[src/pcxrf_defines.svh]
// Offsets, field positions, reset values and sizes for the read forwarding block
`ifndef PCXRF_DEFINES_SVH
`define PCXRF_DEFINES_SVH
`define PCXRF_BUF_OFFSET   8'h40
`define PCXRF_BUF_RESET    32'h0160_2160
`define PCXRF_MR_SEC       25:24
`define PCXRF_MRL_SEC      23:22
`define PCXRF_MRM_SEC      21:20
`define PCXRF_MAXB         14:12
`define PCXRF_MR_PRI       9:8
`define PCXRF_MRL_PRI      7:6
`define PCXRF_MRM_PRI      5:4
`define PCXRF_PF_DWORD     2'h0
`define PCXRF_PF_LINE      2'h1
`define PCXRF_MAXB_BASE    13'h0080
`define PCXRF_BUF_BYTES    13'h0200
`define PCXRF_SECTOR       13'h0080
`define PCXRF_WORD         13'h0004
`define PCXRF_BIG_COMMIT   16'h8000
`define PCXRF_MB_SPAN      21'h10_0000
`define PCXRF_BE_ALL       4'h0
`define PCXRF_DATA_W       32
`define PCXRF_FIFO_DEPTH   16
`endif

[src/pcxrf_pkg.sv]
// Types shared by the read forwarding block
package pcxrf_pkg;
  typedef enum logic [3:0] {
    PCXRF_MR, PCXRF_MRL, PCXRF_MRM, PCXRF_MRD, PCXRF_MRB,
    PCXRF_IOR, PCXRF_CFG0, PCXRF_CFG1
  } pcxrf_cmd_type;

  typedef enum logic [1:0] {
    PCXRF_DELAYED, PCXRF_SPLIT, PCXRF_IMMEDIATE, PCXRF_REJECT
  } pcxrf_hnd_type;

  typedef struct packed {
    logic          side_sec;
    logic          orig_pcix;
    logic          dest_pcix;
    logic          prefetchable;
    pcxrf_cmd_type cmd;
    logic [31:0]   addr;
    logic [12:0]   bcnt;
    logic [3:0]    be_n;
  } pcxrf_req_type;

  typedef struct packed {
    pcxrf_cmd_type cmd;
    logic [31:0]   addr;
    logic [12:0]   bcnt;
    logic [3:0]    be_n;
  } pcxrf_tgt_type;
endpackage

[src/pcxrf_fifo.sv]
// Flip-flop FIFO with valid/ready on both sides
`timescale 1ns/100ps
module pcxrf_fifo #(
  parameter int WIDTH = 32,
  parameter int DEPTH = 16
) (
  input  wire logic             ref_clk,
  input  wire logic             resetn,
  input  wire logic             in_valid,
  output logic                  in_ready,
  input  wire logic [WIDTH-1:0] in_data,
  output logic                  out_valid,
  input  wire logic             out_ready,
  output logic [WIDTH-1:0]      out_data
);
  localparam int AW = $clog2(DEPTH);

  logic [WIDTH-1:0] mem_reg [DEPTH];
  logic [AW-1:0]    wptr_reg;
  logic [AW-1:0]    rptr_reg;
  logic [AW:0]      count_reg;
  logic             push;
  logic             pop;

  assign in_ready  = count_reg != (AW+1)'(DEPTH);
  assign out_valid = count_reg != '0;
  assign push      = in_valid && in_ready;
  assign pop       = out_valid && out_ready;
  assign out_data  = mem_reg[rptr_reg];

  always_ff @(posedge ref_clk) begin
    if (push) begin
      mem_reg[wptr_reg] <= in_data;
    end
  end

  always_ff @(posedge ref_clk or negedge resetn) begin
    if (!resetn) begin
      wptr_reg  <= '0;
      rptr_reg  <= '0;
      count_reg <= '0;
    end else begin
      if (push) begin
        wptr_reg <= (wptr_reg == AW'(DEPTH - 1)) ? '0 : wptr_reg + 1'b1;
      end
      if (pop) begin
        rptr_reg <= (rptr_reg == AW'(DEPTH - 1)) ? '0 : rptr_reg + 1'b1;
      end
      count_reg <= count_reg + (AW+1)'(push) - (AW+1)'(pop);
    end
  end
endmodule

[src/pcxrf_read_fwd.sv]
// Read forwarding engine: decode, command translation, fetch sizing, data path
`timescale 1ns/100ps
`include "pcxrf_defines.svh"

// Notes on behaviour
// - Memory reads are delayed from a conventional origin, split from a PCI-X origin.
// - PCI-X to PCI-X passes command; split capacity and commitment limit size requests.
// - Conventional to conventional non-prefetchable memory read fetches one DWORD only.
// - Memory read prefetch mode from bits 25:24 secondary, 9:8 primary; default one line.
// - Memory read line mode from bits 23:22 secondary, 7:6 primary; default one line.
// - Memory read multiple mode from 21:20 and 5:4; default full, capped by 14:12.
// - Maximum read byte count field resets to 512 bytes, one whole buffer.
// - Conventional to PCI-X: non-prefetchable memory read becomes DWORD read, prefetchable block read.
// - Conventional to PCI-X: read line and read multiple become block reads.
// - Conventional to PCI-X request may exceed default but obeys commitment limit.
// - Conventional to PCI-X fetching stops at every 1MB address boundary.
// - PCI-X DWORD read goes to conventional PCI as plain memory read.
// - Block read becomes read, read line or read multiple by span and line.
// - After early target disconnect the read is reissued until the count is done.
// - Block reads pause when buffer full, resume once a DWORD frees; reissue after a disconnect waits for a 128-byte sector.
// - I/O read passes untranslated, one DWORD, split or delayed by origin mode.
// - Type 1 configuration reads only accepted on primary; split or delayed.
// - Type 0 configuration reads on primary return immediate data in any mode.
// - Type 0 configuration reads on secondary are split or delayed by mode.
// - Non-prefetchable reads request one DWORD and end after delivering it.
// - Non-prefetchable reads pass initiator byte enables to the target unchanged.
// - Non-prefetchable covers I/O, config, conventional non-prefetchable and DWORD reads.
// - Prefetchable reads assert all byte enables in every data phase.
// - Large conventional prefetch refills the buffer as 128-byte sectors empty.
module pcxrf_read_fwd (
  input  wire logic                         ref_clk,
  input  wire logic                         resetn,
  input  wire logic                         cfg_wr,
  input  wire logic                         cfg_rd,
  input  wire logic [7:0]                   cfg_addr,
  input  wire logic [3:0]                   cfg_be,
  input  wire logic [31:0]                  cfg_wdata,
  output logic [31:0]                       cfg_rdata,
  input  wire logic [7:0]                   cache_line_dw,
  input  wire logic [15:0]                  split_capacity,
  input  wire logic [15:0]                  split_commit,
  input  wire logic                         req_valid,
  output logic                              req_ready,
  input  wire pcxrf_pkg::pcxrf_req_type     req,
  output logic                              hnd_valid,
  output pcxrf_pkg::pcxrf_hnd_type          hnd,
  output logic                              orig_retry,
  output logic                              tgt_req_valid,
  input  wire logic                         tgt_req_ready,
  output pcxrf_pkg::pcxrf_tgt_type          tgt_req,
  input  wire logic                         tgt_dvalid,
  output logic                              tgt_dready,
  input  wire logic [`PCXRF_DATA_W-1:0]     tgt_data,
  input  wire logic                         tgt_done,
  output logic                              tgt_stop,
  output logic                              orig_dvalid,
  input  wire logic                         orig_dready,
  output logic [`PCXRF_DATA_W-1:0]          orig_data,
  output logic                              orig_last,
  output logic                              busy
);
  typedef enum logic [2:0] {
    PCXRF_IDLE, PCXRF_PLAN, PCXRF_ISSUE, PCXRF_FETCH, PCXRF_HOLD, PCXRF_DRAIN
  } pcxrf_state_type;

  pcxrf_state_type           state_reg;
  logic [31:0]               bufctl_reg;
  logic [31:0]               addr_reg;
  logic [12:0]               rem_reg;
  logic [12:0]               deliv_reg;
  logic [12:0]               credit_reg;
  logic [12:0]               chunk_reg;
  logic [12:0]               chunk_next;
  logic                      orig_pcix_reg;
  logic                      dest_pcix_reg;
  pcxrf_pkg::pcxrf_cmd_type  cmd_reg;
  logic [3:0]                be_reg;
  pcxrf_pkg::pcxrf_cmd_type  cmd_next;
  pcxrf_pkg::pcxrf_hnd_type  hnd_next;
  logic [12:0]               tot_next;
  logic                      nonpf;
  logic                      accept;
  logic                      tgt_take;
  logic                      orig_take;
  logic [12:0]               free_bytes;
  logic [1:0]                pf_mode;
  logic [9:0]                line_bytes;
  logic [9:0]                line_off;
  logic [14:0]               span;
  logic [20:0]               to_mb;
  logic                      fifo_in_ready;

  function automatic logic [12:0] min13(input logic [12:0] a, input logic [12:0] b);
    min13 = (a < b) ? a : b;
  endfunction

  // Clips a 16-bit limit to the 13-bit count range
  function automatic logic [12:0] lim13(input logic [15:0] v);
    lim13 = (v > 16'(13'h1FFF)) ? 13'h1FFF : v[12:0];
  endfunction

  assign accept     = (state_reg == PCXRF_IDLE) && req_valid;
  assign req_ready  = state_reg == PCXRF_IDLE;
  assign busy       = state_reg != PCXRF_IDLE;
  assign free_bytes = `PCXRF_BUF_BYTES - credit_reg;
  assign line_bytes = {cache_line_dw, 2'h0};
  assign line_off   = req.addr[9:0] & (line_bytes - 10'h001);
  assign span       = 15'(req.addr[1:0]) + 15'(req.bcnt);

  // Configuration space access to the buffering control register
  always_ff @(posedge ref_clk or negedge resetn) begin
    if (!resetn) begin
      bufctl_reg <= `PCXRF_BUF_RESET;
    end else if (cfg_wr && cfg_addr == `PCXRF_BUF_OFFSET) begin
      for (int i = 0; i < 4; i++) begin
        if (cfg_be[i]) begin
          bufctl_reg[i*8 +: 8] <= cfg_wdata[i*8 +: 8];
        end
      end
    end
  end

  always_ff @(posedge ref_clk or negedge resetn) begin
    if (!resetn) begin
      cfg_rdata <= 32'h0000_0000;
    end else if (cfg_rd) begin
      cfg_rdata <= (cfg_addr == `PCXRF_BUF_OFFSET) ? bufctl_reg : 32'h0000_0000;
    end
  end

  // Request decode
  always_comb begin
    nonpf = (req.cmd == pcxrf_pkg::PCXRF_IOR) || (req.cmd == pcxrf_pkg::PCXRF_CFG0) ||
            (req.cmd == pcxrf_pkg::PCXRF_CFG1) || (req.cmd == pcxrf_pkg::PCXRF_MRD) ||
            (req.cmd == pcxrf_pkg::PCXRF_MR && !req.prefetchable && !req.orig_pcix);
    hnd_next = req.orig_pcix ? pcxrf_pkg::PCXRF_SPLIT : pcxrf_pkg::PCXRF_DELAYED;
    if (req.cmd == pcxrf_pkg::PCXRF_CFG0 && !req.side_sec) begin
      hnd_next = pcxrf_pkg::PCXRF_IMMEDIATE;
    end
    if (req.cmd == pcxrf_pkg::PCXRF_CFG1 && req.side_sec) begin
      hnd_next = pcxrf_pkg::PCXRF_REJECT;
    end
    cmd_next = req.cmd;
    if (req.orig_pcix && !req.dest_pcix) begin
      if (req.cmd == pcxrf_pkg::PCXRF_MRD) begin
        cmd_next = pcxrf_pkg::PCXRF_MR;
      end else if (req.cmd == pcxrf_pkg::PCXRF_MRB) begin
        if (span <= 15'(`PCXRF_WORD)) begin
          cmd_next = pcxrf_pkg::PCXRF_MR;
        end else if (15'(line_off) + 15'(req.bcnt) <= 15'(line_bytes)) begin
          cmd_next = pcxrf_pkg::PCXRF_MRL;
        end else begin
          cmd_next = pcxrf_pkg::PCXRF_MRM;
        end
      end
    end else if (!req.orig_pcix && req.dest_pcix) begin
      if (req.cmd == pcxrf_pkg::PCXRF_MR) begin
        cmd_next = req.prefetchable ? pcxrf_pkg::PCXRF_MRB : pcxrf_pkg::PCXRF_MRD;
      end
      if (req.cmd == pcxrf_pkg::PCXRF_MRL || req.cmd == pcxrf_pkg::PCXRF_MRM) begin
        cmd_next = pcxrf_pkg::PCXRF_MRB;
      end
    end
    case (req.cmd)
      pcxrf_pkg::PCXRF_MR:  begin
        pf_mode = req.side_sec ? bufctl_reg[`PCXRF_MR_SEC] : bufctl_reg[`PCXRF_MR_PRI];
      end
      pcxrf_pkg::PCXRF_MRL: begin
        pf_mode = req.side_sec ? bufctl_reg[`PCXRF_MRL_SEC] : bufctl_reg[`PCXRF_MRL_PRI];
      end
      default: begin
        pf_mode = req.side_sec ? bufctl_reg[`PCXRF_MRM_SEC] : bufctl_reg[`PCXRF_MRM_PRI];
      end
    endcase
    if (nonpf) begin
      tot_next = `PCXRF_WORD;
    end else if (req.orig_pcix) begin
      tot_next = (span[12:0] + 13'h0003) & 13'h1FFC;
    end else if (pf_mode == `PCXRF_PF_DWORD && req.cmd == pcxrf_pkg::PCXRF_MR) begin
      tot_next = `PCXRF_WORD;
    end else if (pf_mode == `PCXRF_PF_LINE && line_bytes != 10'h000) begin
      tot_next = 13'(line_bytes - {line_off[9:2], 2'h0});
    end else if (pf_mode == `PCXRF_PF_LINE) begin
      tot_next = `PCXRF_WORD;
    end else begin
      // full prefetch capped by byte count field
      tot_next = `PCXRF_MAXB_BASE << bufctl_reg[`PCXRF_MAXB];
    end
  end

  // Size of the next request toward the target
  always_comb begin
    to_mb      = `PCXRF_MB_SPAN - {1'b0, addr_reg[19:0]};
    chunk_next = rem_reg;
    if (dest_pcix_reg && orig_pcix_reg) begin
      if (split_commit < `PCXRF_BIG_COMMIT) begin
        chunk_next = min13(chunk_next, (split_commit >= split_capacity) ?
                                       `PCXRF_BUF_BYTES : lim13(split_commit));
      end
    end else if (dest_pcix_reg) begin
      chunk_next = min13(chunk_next, lim13(split_commit));
      if (to_mb < 21'(chunk_next)) begin
        chunk_next = to_mb[12:0];
      end
    end
    // only what the buffer can hold
    chunk_next = min13(chunk_next, free_bytes);
  end

  assign tgt_take  = tgt_dvalid && tgt_dready;
  assign orig_take = orig_dvalid && orig_dready;

  // Transfer sequencing
  always_ff @(posedge ref_clk or negedge resetn) begin
    if (!resetn) begin
      state_reg <= PCXRF_IDLE;
    end else begin
      case (state_reg)
        PCXRF_IDLE: begin
          if (accept && (hnd_next == pcxrf_pkg::PCXRF_DELAYED ||
                         hnd_next == pcxrf_pkg::PCXRF_SPLIT)) begin
            state_reg <= PCXRF_PLAN;
          end
        end
        PCXRF_PLAN: begin
          state_reg <= PCXRF_ISSUE;
        end
        PCXRF_ISSUE: begin
          if (tgt_req_ready) begin
            state_reg <= PCXRF_FETCH;
          end
        end
        PCXRF_FETCH: begin
          // reissue until count exhausted
          // Done with a stalled word waits, else the word would be stranded
          if (tgt_done && (tgt_take || !tgt_dvalid)) begin
            if (rem_reg == (tgt_take ? `PCXRF_WORD : 13'h0000)) begin
              state_reg <= PCXRF_DRAIN;
            end else begin
              state_reg <= PCXRF_HOLD;
            end
          end
        end
        PCXRF_HOLD: begin
          // resume once a sector is free
          if (free_bytes >= min13(rem_reg, `PCXRF_SECTOR)) begin
            state_reg <= PCXRF_PLAN;
          end
        end
        PCXRF_DRAIN: begin
          if (deliv_reg == 13'h0000) begin
            state_reg <= PCXRF_IDLE;
          end
        end
        default: begin
          state_reg <= PCXRF_IDLE;
        end
      endcase
    end
  end

  // Transaction context
  always_ff @(posedge ref_clk or negedge resetn) begin
    if (!resetn) begin
      hnd           <= pcxrf_pkg::PCXRF_DELAYED;
      cmd_reg       <= pcxrf_pkg::PCXRF_MR;
      be_reg        <= `PCXRF_BE_ALL;
      orig_pcix_reg <= 1'b0;
      dest_pcix_reg <= 1'b0;
    end else if (accept) begin
      hnd           <= hnd_next;
      cmd_reg       <= cmd_next;
      be_reg        <= nonpf ? req.be_n : `PCXRF_BE_ALL;
      orig_pcix_reg <= req.orig_pcix;
      dest_pcix_reg <= req.dest_pcix;
    end
  end

  always_ff @(posedge ref_clk or negedge resetn) begin
    if (!resetn) begin
      hnd_valid <= 1'b0;
    end else begin
      hnd_valid <= accept;
    end
  end

  // Address and remaining count toward the target
  always_ff @(posedge ref_clk or negedge resetn) begin
    if (!resetn) begin
      addr_reg <= 32'h0000_0000;
      rem_reg  <= 13'h0000;
    end else if (accept) begin
      addr_reg <= {req.addr[31:2], 2'h0};
      rem_reg  <= tot_next;
    end else if (tgt_take) begin
      addr_reg <= addr_reg + 32'(`PCXRF_WORD);
      rem_reg  <= rem_reg - `PCXRF_WORD;
    end
  end

  always_ff @(posedge ref_clk or negedge resetn) begin
    if (!resetn) begin
      chunk_reg <= 13'h0000;
    end else if (state_reg == PCXRF_PLAN) begin
      chunk_reg <= chunk_next;
    end
  end

  // Bytes held in the read buffer
  always_ff @(posedge ref_clk or negedge resetn) begin
    if (!resetn) begin
      credit_reg <= 13'h0000;
    end else begin
      credit_reg <= credit_reg + (tgt_take ? `PCXRF_WORD : 13'h0000)
                               - (orig_take ? `PCXRF_WORD : 13'h0000);
    end
  end

  // Bytes still owed to the originator
  always_ff @(posedge ref_clk or negedge resetn) begin
    if (!resetn) begin
      deliv_reg <= 13'h0000;
    end else if (accept) begin
      deliv_reg <= tot_next;
    end else if (orig_take) begin
      deliv_reg <= deliv_reg - `PCXRF_WORD;
    end
  end

  assign tgt_req_valid = state_reg == PCXRF_ISSUE;
  assign tgt_req.cmd   = cmd_reg;
  assign tgt_req.addr  = addr_reg;
  assign tgt_req.bcnt  = chunk_reg;
  assign tgt_req.be_n  = be_reg;

  assign tgt_stop   = credit_reg >= `PCXRF_BUF_BYTES;
  assign tgt_dready = (state_reg == PCXRF_FETCH) && fifo_in_ready && !tgt_stop;
  // last word ends the initiator transfer
  assign orig_last  = orig_dvalid && (deliv_reg == `PCXRF_WORD);
  // retry a delayed-read initiator until data is held
  assign orig_retry = busy && (hnd == pcxrf_pkg::PCXRF_DELAYED) && !orig_dvalid;

  // Target data staging; a stalled originator backs up into the target bus
  pcxrf_fifo #(
    .WIDTH (`PCXRF_DATA_W),
    .DEPTH (`PCXRF_FIFO_DEPTH)
  ) u_fifo (
    .ref_clk   (ref_clk),
    .resetn    (resetn),
    .in_valid  (tgt_dvalid && (state_reg == PCXRF_FETCH) && !tgt_stop),
    .in_ready  (fifo_in_ready),
    .in_data   (tgt_data),
    .out_valid (orig_dvalid),
    .out_ready (orig_dready),
    .out_data  (orig_data)
  );
endmodule

[config.mk]
export PLATFORM = sky130hd
export DESIGN_NAME = pcxrf_read_fwd
export DESIGN_NICKNAME = d
export VERILOG_FILES = /design/src/pcxrf_pkg.sv /design/src/pcxrf_fifo.sv /design/src/pcxrf_read_fwd.sv
export VERILOG_INCLUDE_DIRS = /design/src
export SDC_FILE = /design/constraint.sdc
export NUM_CORES = 1
export LEC_CHECK = 0
export ABC_AREA = 1
export BUFFER_PORTS_ARGS = -buffer_cell sky130_fd_sc_hd__buf_2
export CAP_MARGIN = 30
export CELL_PAD_IN_SITES_DETAIL_PLACEMENT = 1
export CELL_PAD_IN_SITES_GLOBAL_PLACEMENT = 1
export CORE_UTILIZATION = 44
export CTS_CLUSTER_SIZE = 25
export DETAILED_ROUTE_END_ITERATION = 10
export PLACE_DENSITY_LB_ADDON = 0.2
export SLEW_MARGIN = 10
export SYNTH_ARGS = -nofsm -noshare
export SYNTH_HDL_FRONTEND = slang
export SYNTH_SLANG_ARGS = --single-unit
[constraint.sdc]
create_clock -name ref_clk -period 10.6 [get_ports ref_clk]
set_input_delay 0.53 -clock ref_clk [delete_from_list [all_inputs] [get_ports ref_clk]]
set_output_delay 0.53 -clock ref_clk [all_outputs]
set_load 0.05 [all_outputs]
# [After elaboration in Yosys (flattened, before gate mapping)]
# Memory sizes are Yosys's and may differ from the RTL's.
# Cells that the tools add are included.
[op_classes] mul=0 add_sub_neg=16 n_lt_le_gt_ge=12 n_div=0 muxes=52 bitwise=1 n_shift=1 n_eq_ne=25 n_reduce_logical=53
[op_table] operator="$mux 13" n=19
[op_table] operator="$mux 32" n=3
[op_table] operator="$lt 13x13->1" n=3
[op_table] operator="$mux 4" n=9
[op_table] operator="$add 32x3->32 const B" n=1
[op_table] operator="$sub 13x3->13 const B" n=2
[op_table] operator="$mux 3" n=8
[op_table] operator="$logic_and 1x1->1" n=23
[op_table] operator="$lt 21x13->1" n=1
[op_table] operator="$sub 21x20->21 const A" n=1
[op_table] operator="$pmux 3 s6" n=1
[op_table] operator="$eq 4x3->1 const B" n=4
[op_table] operator="$ge 16x16->1" n=1
[op_table] operator="$gt 16x13->1 const B" n=1
[op_table] operator="$lt 16x16->1 const B" n=1
[op_table] operator="$add 10x13->14" n=1
[op_table] operator="$add 2x13->14" n=1
[op_table] operator="$le 14x10->1" n=1
[op_table] operator="$le 14x3->1 const B" n=1
[op_table] operator="$mux 2" n=7
[op_table] operator="$add 13x2->13 const B" n=1
[op_table] operator="$add 13x3->13" n=1
[op_table] operator="$eq 13x13->1" n=1
[op_table] operator="$eq 13x3->1 const B" n=1
[op_table] operator="other kinds (37)" n=67
[word_totals] regBits=177 latch_bits=0 out_inout_bits=128 input_bits=182 word_cells=181 mem_bits_ro=0 ram_bits=512 mem_count=1
[mem_list] memory="u_fifo.mem_reg" words=16 word_bits=32 read_ports=1 rd_clocked_by_memory_dff=0 write_ports=1 line="pcxrf_fifo.sv:18" source="logic [WIDTH-1:0] mem_reg [DEPTH];"

# [Longest topological paths before layout]
[depth] ltp_word=10 mapped_depth=37 ltp_nobuf=34

# [Hierarchy]
# Synthesis repeated with hierarchy kept, for this count alone.
[hier_totals] hier_cells=3961 area_unflattened_um2=35377.7
[modules_own_cells] module="pcxrf_fifo" n_inst=1 seq_area_each_um2=15700.1 cells_each=2107 area_each_um2=22147.5
[modules_own_cells] module="pcxrf_read_fwd" n_inst=1 seq_area_each_um2=3912.5 cells_each=1854 area_each_um2=13230.2

# [Worst setup path after synthesis]
# No wires, ideal clock.
[synth_timing] kind="in2reg" start="input port split_commit[13]" end="register chunk_reg[10]" n_path_buf=4 setup_ps=118 slack_ps=5637 required_ps=10482 path_stages=35 arrival_ps=4845 cell_sequence="inv_2 -> nand2_2 -> clkbuf_1 -> nor2_1 -> ha_1 -> nand2_1 -> nor2_1 -> nand3_1 -> nor2_1 -> nand2_1 -> nand2_2 -> buf_2 -> nand2_1 -> o21ai_1 -> ha_1 -> a21oi_1 -> nor2_1 -> a211oi_1 -> o221ai_1 -> nor2_4 -> nand2_2 -> buf_6 -> nand2_2 -> nand3_2 -> nand3_2 -> inv_1 -> ha_1 -> o21a_1 -> o21ai_0 -> a2111o_1 -> nand2_1 -> clkbuf_1 -> a21oi_1 -> nand2_1 -> nand2_1"
[synth_via] elab_chain_len=10 word_cells_on_any_way=16 cone_classes="7 x order compare; 9 x mux"
[synth_lines] element="start: declaration" line="pcxrf_read_fwd.sv:41" source="input wire logic [15:0] split_commit,"
[synth_lines] element="$gt 16x13->1" line="pcxrf_read_fwd.sv:99" source="lim13 = (v > 16'(13'h1FFF)) ? 13'h1FFF : v[12:0];"
[synth_lines] element="$mux 13" line="pcxrf_read_fwd.sv:99"
[synth_lines] element="$lt 13x13->1" line="pcxrf_read_fwd.sv:94" source="min13 = (a < b) ? a : b;"
[synth_lines] element="$mux 13" line="pcxrf_read_fwd.sv:94"
[synth_lines] element="$lt 21x13->1" line="pcxrf_read_fwd.sv:202" source="if (to_mb < 21'(chunk_next)) begin"
[synth_lines] element="$mux 13" line="pcxrf_read_fwd.sv:202"
[synth_lines] element="$mux 13" line="pcxrf_read_fwd.sv:200" source="end else if (dest_pcix_reg) begin"
[synth_lines] element="$mux 13 *" line="pcxrf_read_fwd.sv:195" source="if (dest_pcix_reg && orig_pcix_reg) begin"
[synth_lines] element="$lt 13x13->1" line="pcxrf_read_fwd.sv:94"
[synth_lines] element="$mux 13 *" line="pcxrf_read_fwd.sv:94"
[synth_lines] element="end signal: assignment" line="pcxrf_read_fwd.sv:305" source="chunk_reg <= chunk_next;"
[synth_lines] element="end: declaration" line="pcxrf_read_fwd.sv:72" source="logic [12:0] chunk_reg;"
# Every way passes the cells marked *; elsewhere a longest branch is shown, timed or not.
# A chain may end at the register's enable or synchronous reset.

# [Final worst setup path]
[layout_timing] start="register rem_reg[6]" end="register chunk_reg[4]"
[layout_via] elab_chain_len=8 word_cells_on_any_way=11 cone_classes="4 x order compare; 7 x mux"
[layout_lines] element="start: declaration" line="pcxrf_read_fwd.sv:69" source="logic [12:0] rem_reg;"
[layout_lines] element="start signal: assignment" line="pcxrf_read_fwd.sv:294" source="rem_reg <= tot_next;"
[layout_lines] element="start signal: assignment" line="pcxrf_read_fwd.sv:297" source="rem_reg <= rem_reg - `PCXRF_WORD;"
[layout_lines] element="$lt 13x13->1" line="pcxrf_read_fwd.sv:94"
[layout_lines] element="$mux 13" line="pcxrf_read_fwd.sv:94"
[layout_lines] element="$lt 21x13->1" line="pcxrf_read_fwd.sv:202"
[layout_lines] element="$mux 13" line="pcxrf_read_fwd.sv:202"
[layout_lines] element="$mux 13" line="pcxrf_read_fwd.sv:200"
[layout_lines] element="$mux 13 *" line="pcxrf_read_fwd.sv:195"
[layout_lines] element="$lt 13x13->1" line="pcxrf_read_fwd.sv:94"
[layout_lines] element="$mux 13 *" line="pcxrf_read_fwd.sv:94"
# Marked as above.

==> metrics.cfg <==
[worst_setup_path]
cp.required_ns = 11.11
cp_num_cells = 31
critPathBufInv = 3
crit_family = simple AND/OR/NAND/NOR gates
critical-path-max-stage-delay_ns = 0.68
worstReg2RegEnd = chunk_reg[4]$_DFFE_PN0P_
r2r_setup_slack_ns = 4.77
critPathKind = reg2reg
slowest_stage = dfrtp_1
cpMostUsedCell = nand2_1
cp.arrival_ns = 6.33
endpoint_kind = flip-flop
crit_end = chunk_reg[4]$_DFFE_PN0P_
critPathLaunchType = flip-flop
reg2reg_depth = 31
r2r_start = rem_reg[6]$_DFFE_PN0N_
cp-startpoint = rem_reg[6]$_DFFE_PN0N_
crit_fanout = 25

[timing]
tns_ns = 0
hold_violations = 0
rsz0062_at_grt = no
fin_crit_ns = 5.826
fmax_mhz = 171.6
setup_viol = 0
layout_setup_ws_ns = 4.774
worst_pin_slew_ns = 0.9909
drv_slew = 0
slew_headroom_pct = 33.94
fin_crit_sh_pct = 54.97
skew_ns = 0.03404

[finish]
final_cell_mix = nand2_1, edfxtp_1, buf_2
nFillCells = 8305
drive_gt1_share_pct = 15.83
final_common_cell = nand2_1
nNetsFinal = 3922
synthToLayoutAreaGrowth_pct = 15.62
largest_reg_flops = 512

[global_route]
grt-ovfl-total = 0
antenna_found_initial = 15
first_global_vias = 28360
grt_max_degree = 105
grt_pass1_wl_um = 169100
grtUsageTotal_pct = 28.60

[clocking]
cts_max_level = 3
cts_setup_buffers = 0
clockBufferDepth = 3
cts_buffers = 75
cts_sinks = 681
clk_latency_ns = 0.64
clockRootBuffer = clkbuf_16
cts_tree = built
clk_pin_slew_ns = 0.07

[placed_design]
place_ws_ns = 4.257
place.gp.congestion = 0.9251
io_buffers = 307
dpl.hpwl_um = 72090

[job]
drv_cap = 0

[die]
fp.dieH_um = 277.9
rows = 100
initial_core_util_pct = 44.75
dieWidth_um = 277.9
die_area_um2 = 77210
io_pins = 310
core_area_um2 = 74820

[power]
power_frac_comb_pct = 43.5
power_leakage_nw = 15.68
cellPowerDensity_nw_per_um2 = 280.1
netSwitchingPower_mw = 4.911
switching_share_pct = 45.29
p_clk_share_pct = 24.8
internal_power_mw = 5.933
ir_drop_mv = 0.2770
seqPwrFrac_pct = 31.7

[detailed_routing]
routed_wl_um = 110800
route.detailed.drc = 0
via_per_inst = 5.771
detail-route-antenna-nets = 0
routedWlPerCell_um = 23.87
first_pass_iters = 7
vias = 26780
drt_iter0_markers = 1855

[run_status]
status = finished clean

[logic_synthesis]
synth_edf_count = 512
synth_seq_cells = 681
synth.distinct_cells = 62
yosys_warnings = 0
syn_inst = 3330
synthFlopType = edfxtp_1
yosysSeqAreaShare_pct = 58.57
async_flop_share_pct = 24.82
synth.avg_cell_area_um2 = 10.06
netlist_area_um2 = 33480

[min_path]
hp-class = in2reg

[metrics by stage]
stage               total power [mW]  cell area [µm²]  instances  hold slack (ns)  util (%)
global placement               7.948            36050       4494           0.4650     48.19
floorplan                      6.630            33500       3335           0.2344         -
detailed placement             8.166            36070       4495           0.4641     48.21
global route                   11.43            38710       4640           0.1221     51.74
CTS                            10.89            38600       4628          0.07114     51.59
finish                         10.84            38710       4641           0.1287     51.74
[layer usage]
layer / track usage, % / vias to the layer above / share of wire [%]
met5: 0 / - / 0.062
met4: 11.36 / 10 / 3.9
met3: 3.756 / 262 / 5.2
met2: 50.55 / 812 / 51
met1: 35.29 / 13470 / 40
li1: - / 12230 / -
[power groups by stage]
| stage | clock network (mW) | logic [mW] | registers [mW] |
|---|---|---|---|
| after global routing | 2.81 | 5.15 | 3.46 |
| after detailed placement | 0 | 4.69 | 3.48 |
| after global placement | 0 | 4.49 | 3.46 |
| after floorplan | 0 | 3.02 | 3.61 |
| final | 2.69 | 4.72 | 3.44 |
| after CTS | 2.73 | 4.73 | 3.43 |
[how the worst min path moves through the flow]
stage / from / to / slack [ns] / cells after the start
after floorplan: resetn / addr_reg[10]$_DFFE_PN0N_ / 0.23 / 0
after global routing: cfg_wdata[10] / bufctl_reg[10]$_DFFE_PN0P_ / 0.12 / 2
after detailed placement: chunk_reg[3]$_DFFE_PN0P_ / chunk_reg[3]$_DFFE_PN0P_ / 0.46 / 2
after CTS: resetn / cfg_rdata[10]$_DFFE_PN0P_ / 0.07 / 1
after global placement: be_reg[0]$_DFFE_PN0P_ / be_reg[0]$_DFFE_PN0P_ / 0.46 / 2
final: cfg_wdata[10] / bufctl_reg[10]$_DFFE_PN0P_ / 0.13 / 2
[layout make-up]
type,count,area (µm²),share of cell area [%]
Antenna cell,9,22.52,0.05817
Clock buffer,89,1984,5.126
Clock inverter,44,541.8,1.399
Inverter,306,1155,2.983
Multi-Input combinational cell,2193,12240,31.61
Sequential cell,681,19620,50.68
Tap cell,969,1212,3.132
Timing Repair Buffer,350,1941,5.013
[synthesized netlist by cell type, drive strengths merged, types with 5 or more instances]
| cell | n | area [µm²] |
|---|---|---|
| a21oi | 195 | 975.9 |
| a221oi | 38 | 332.8 |
| a22oi | 10 | 75.07 |
| a31oi | 12 | 75.07 |
| buf | 29 | 155.1 |
| clkbuf | 126 | 473.0 |
| dfrtp | 162 | 4054 |
| dfstp | 7 | 183.9 |
| edfxtp | 512 | 15370 |
| ha | 129 | 1614 |
| inv | 304 | 1141 |
| mux2 | 32 | 360.4 |
| nand2 | 619 | 2339 |
| nand3 | 190 | 991.0 |
| nand4 | 63 | 406.6 |
| nor2 | 322 | 1279 |
| nor3 | 41 | 230.2 |
| nor4 | 7 | 50.05 |
| o21a | 7 | 52.55 |
| o21ai | 283 | 1420 |
| o221ai | 30 | 262.8 |
| o22ai | 84 | 525.5 |
| o31ai | 7 | 52.55 |
| or2 | 5 | 31.28 |
| xnor2 | 11 | 96.34 |
| xor2 | 65 | 569.3 |
[cell families after synthesis]
kind of cell               share of synthesized area [%]
muxes                                              1.076
other                                            0.02243
xor gates and xnor gates                           1.988
AOI/OAI and AO/OA                                  11.92
DFF                                                58.57
adders and majority gates                          5.059
buffers and inverters                              5.306
and+or+nand+nor                                    16.06
[timing repair]
action	CTS	global route
endpoints found under the hold margin	0	19
hold buffers	0	1
gates resized for setup	0	0
(Power assumes the default switching activity.)
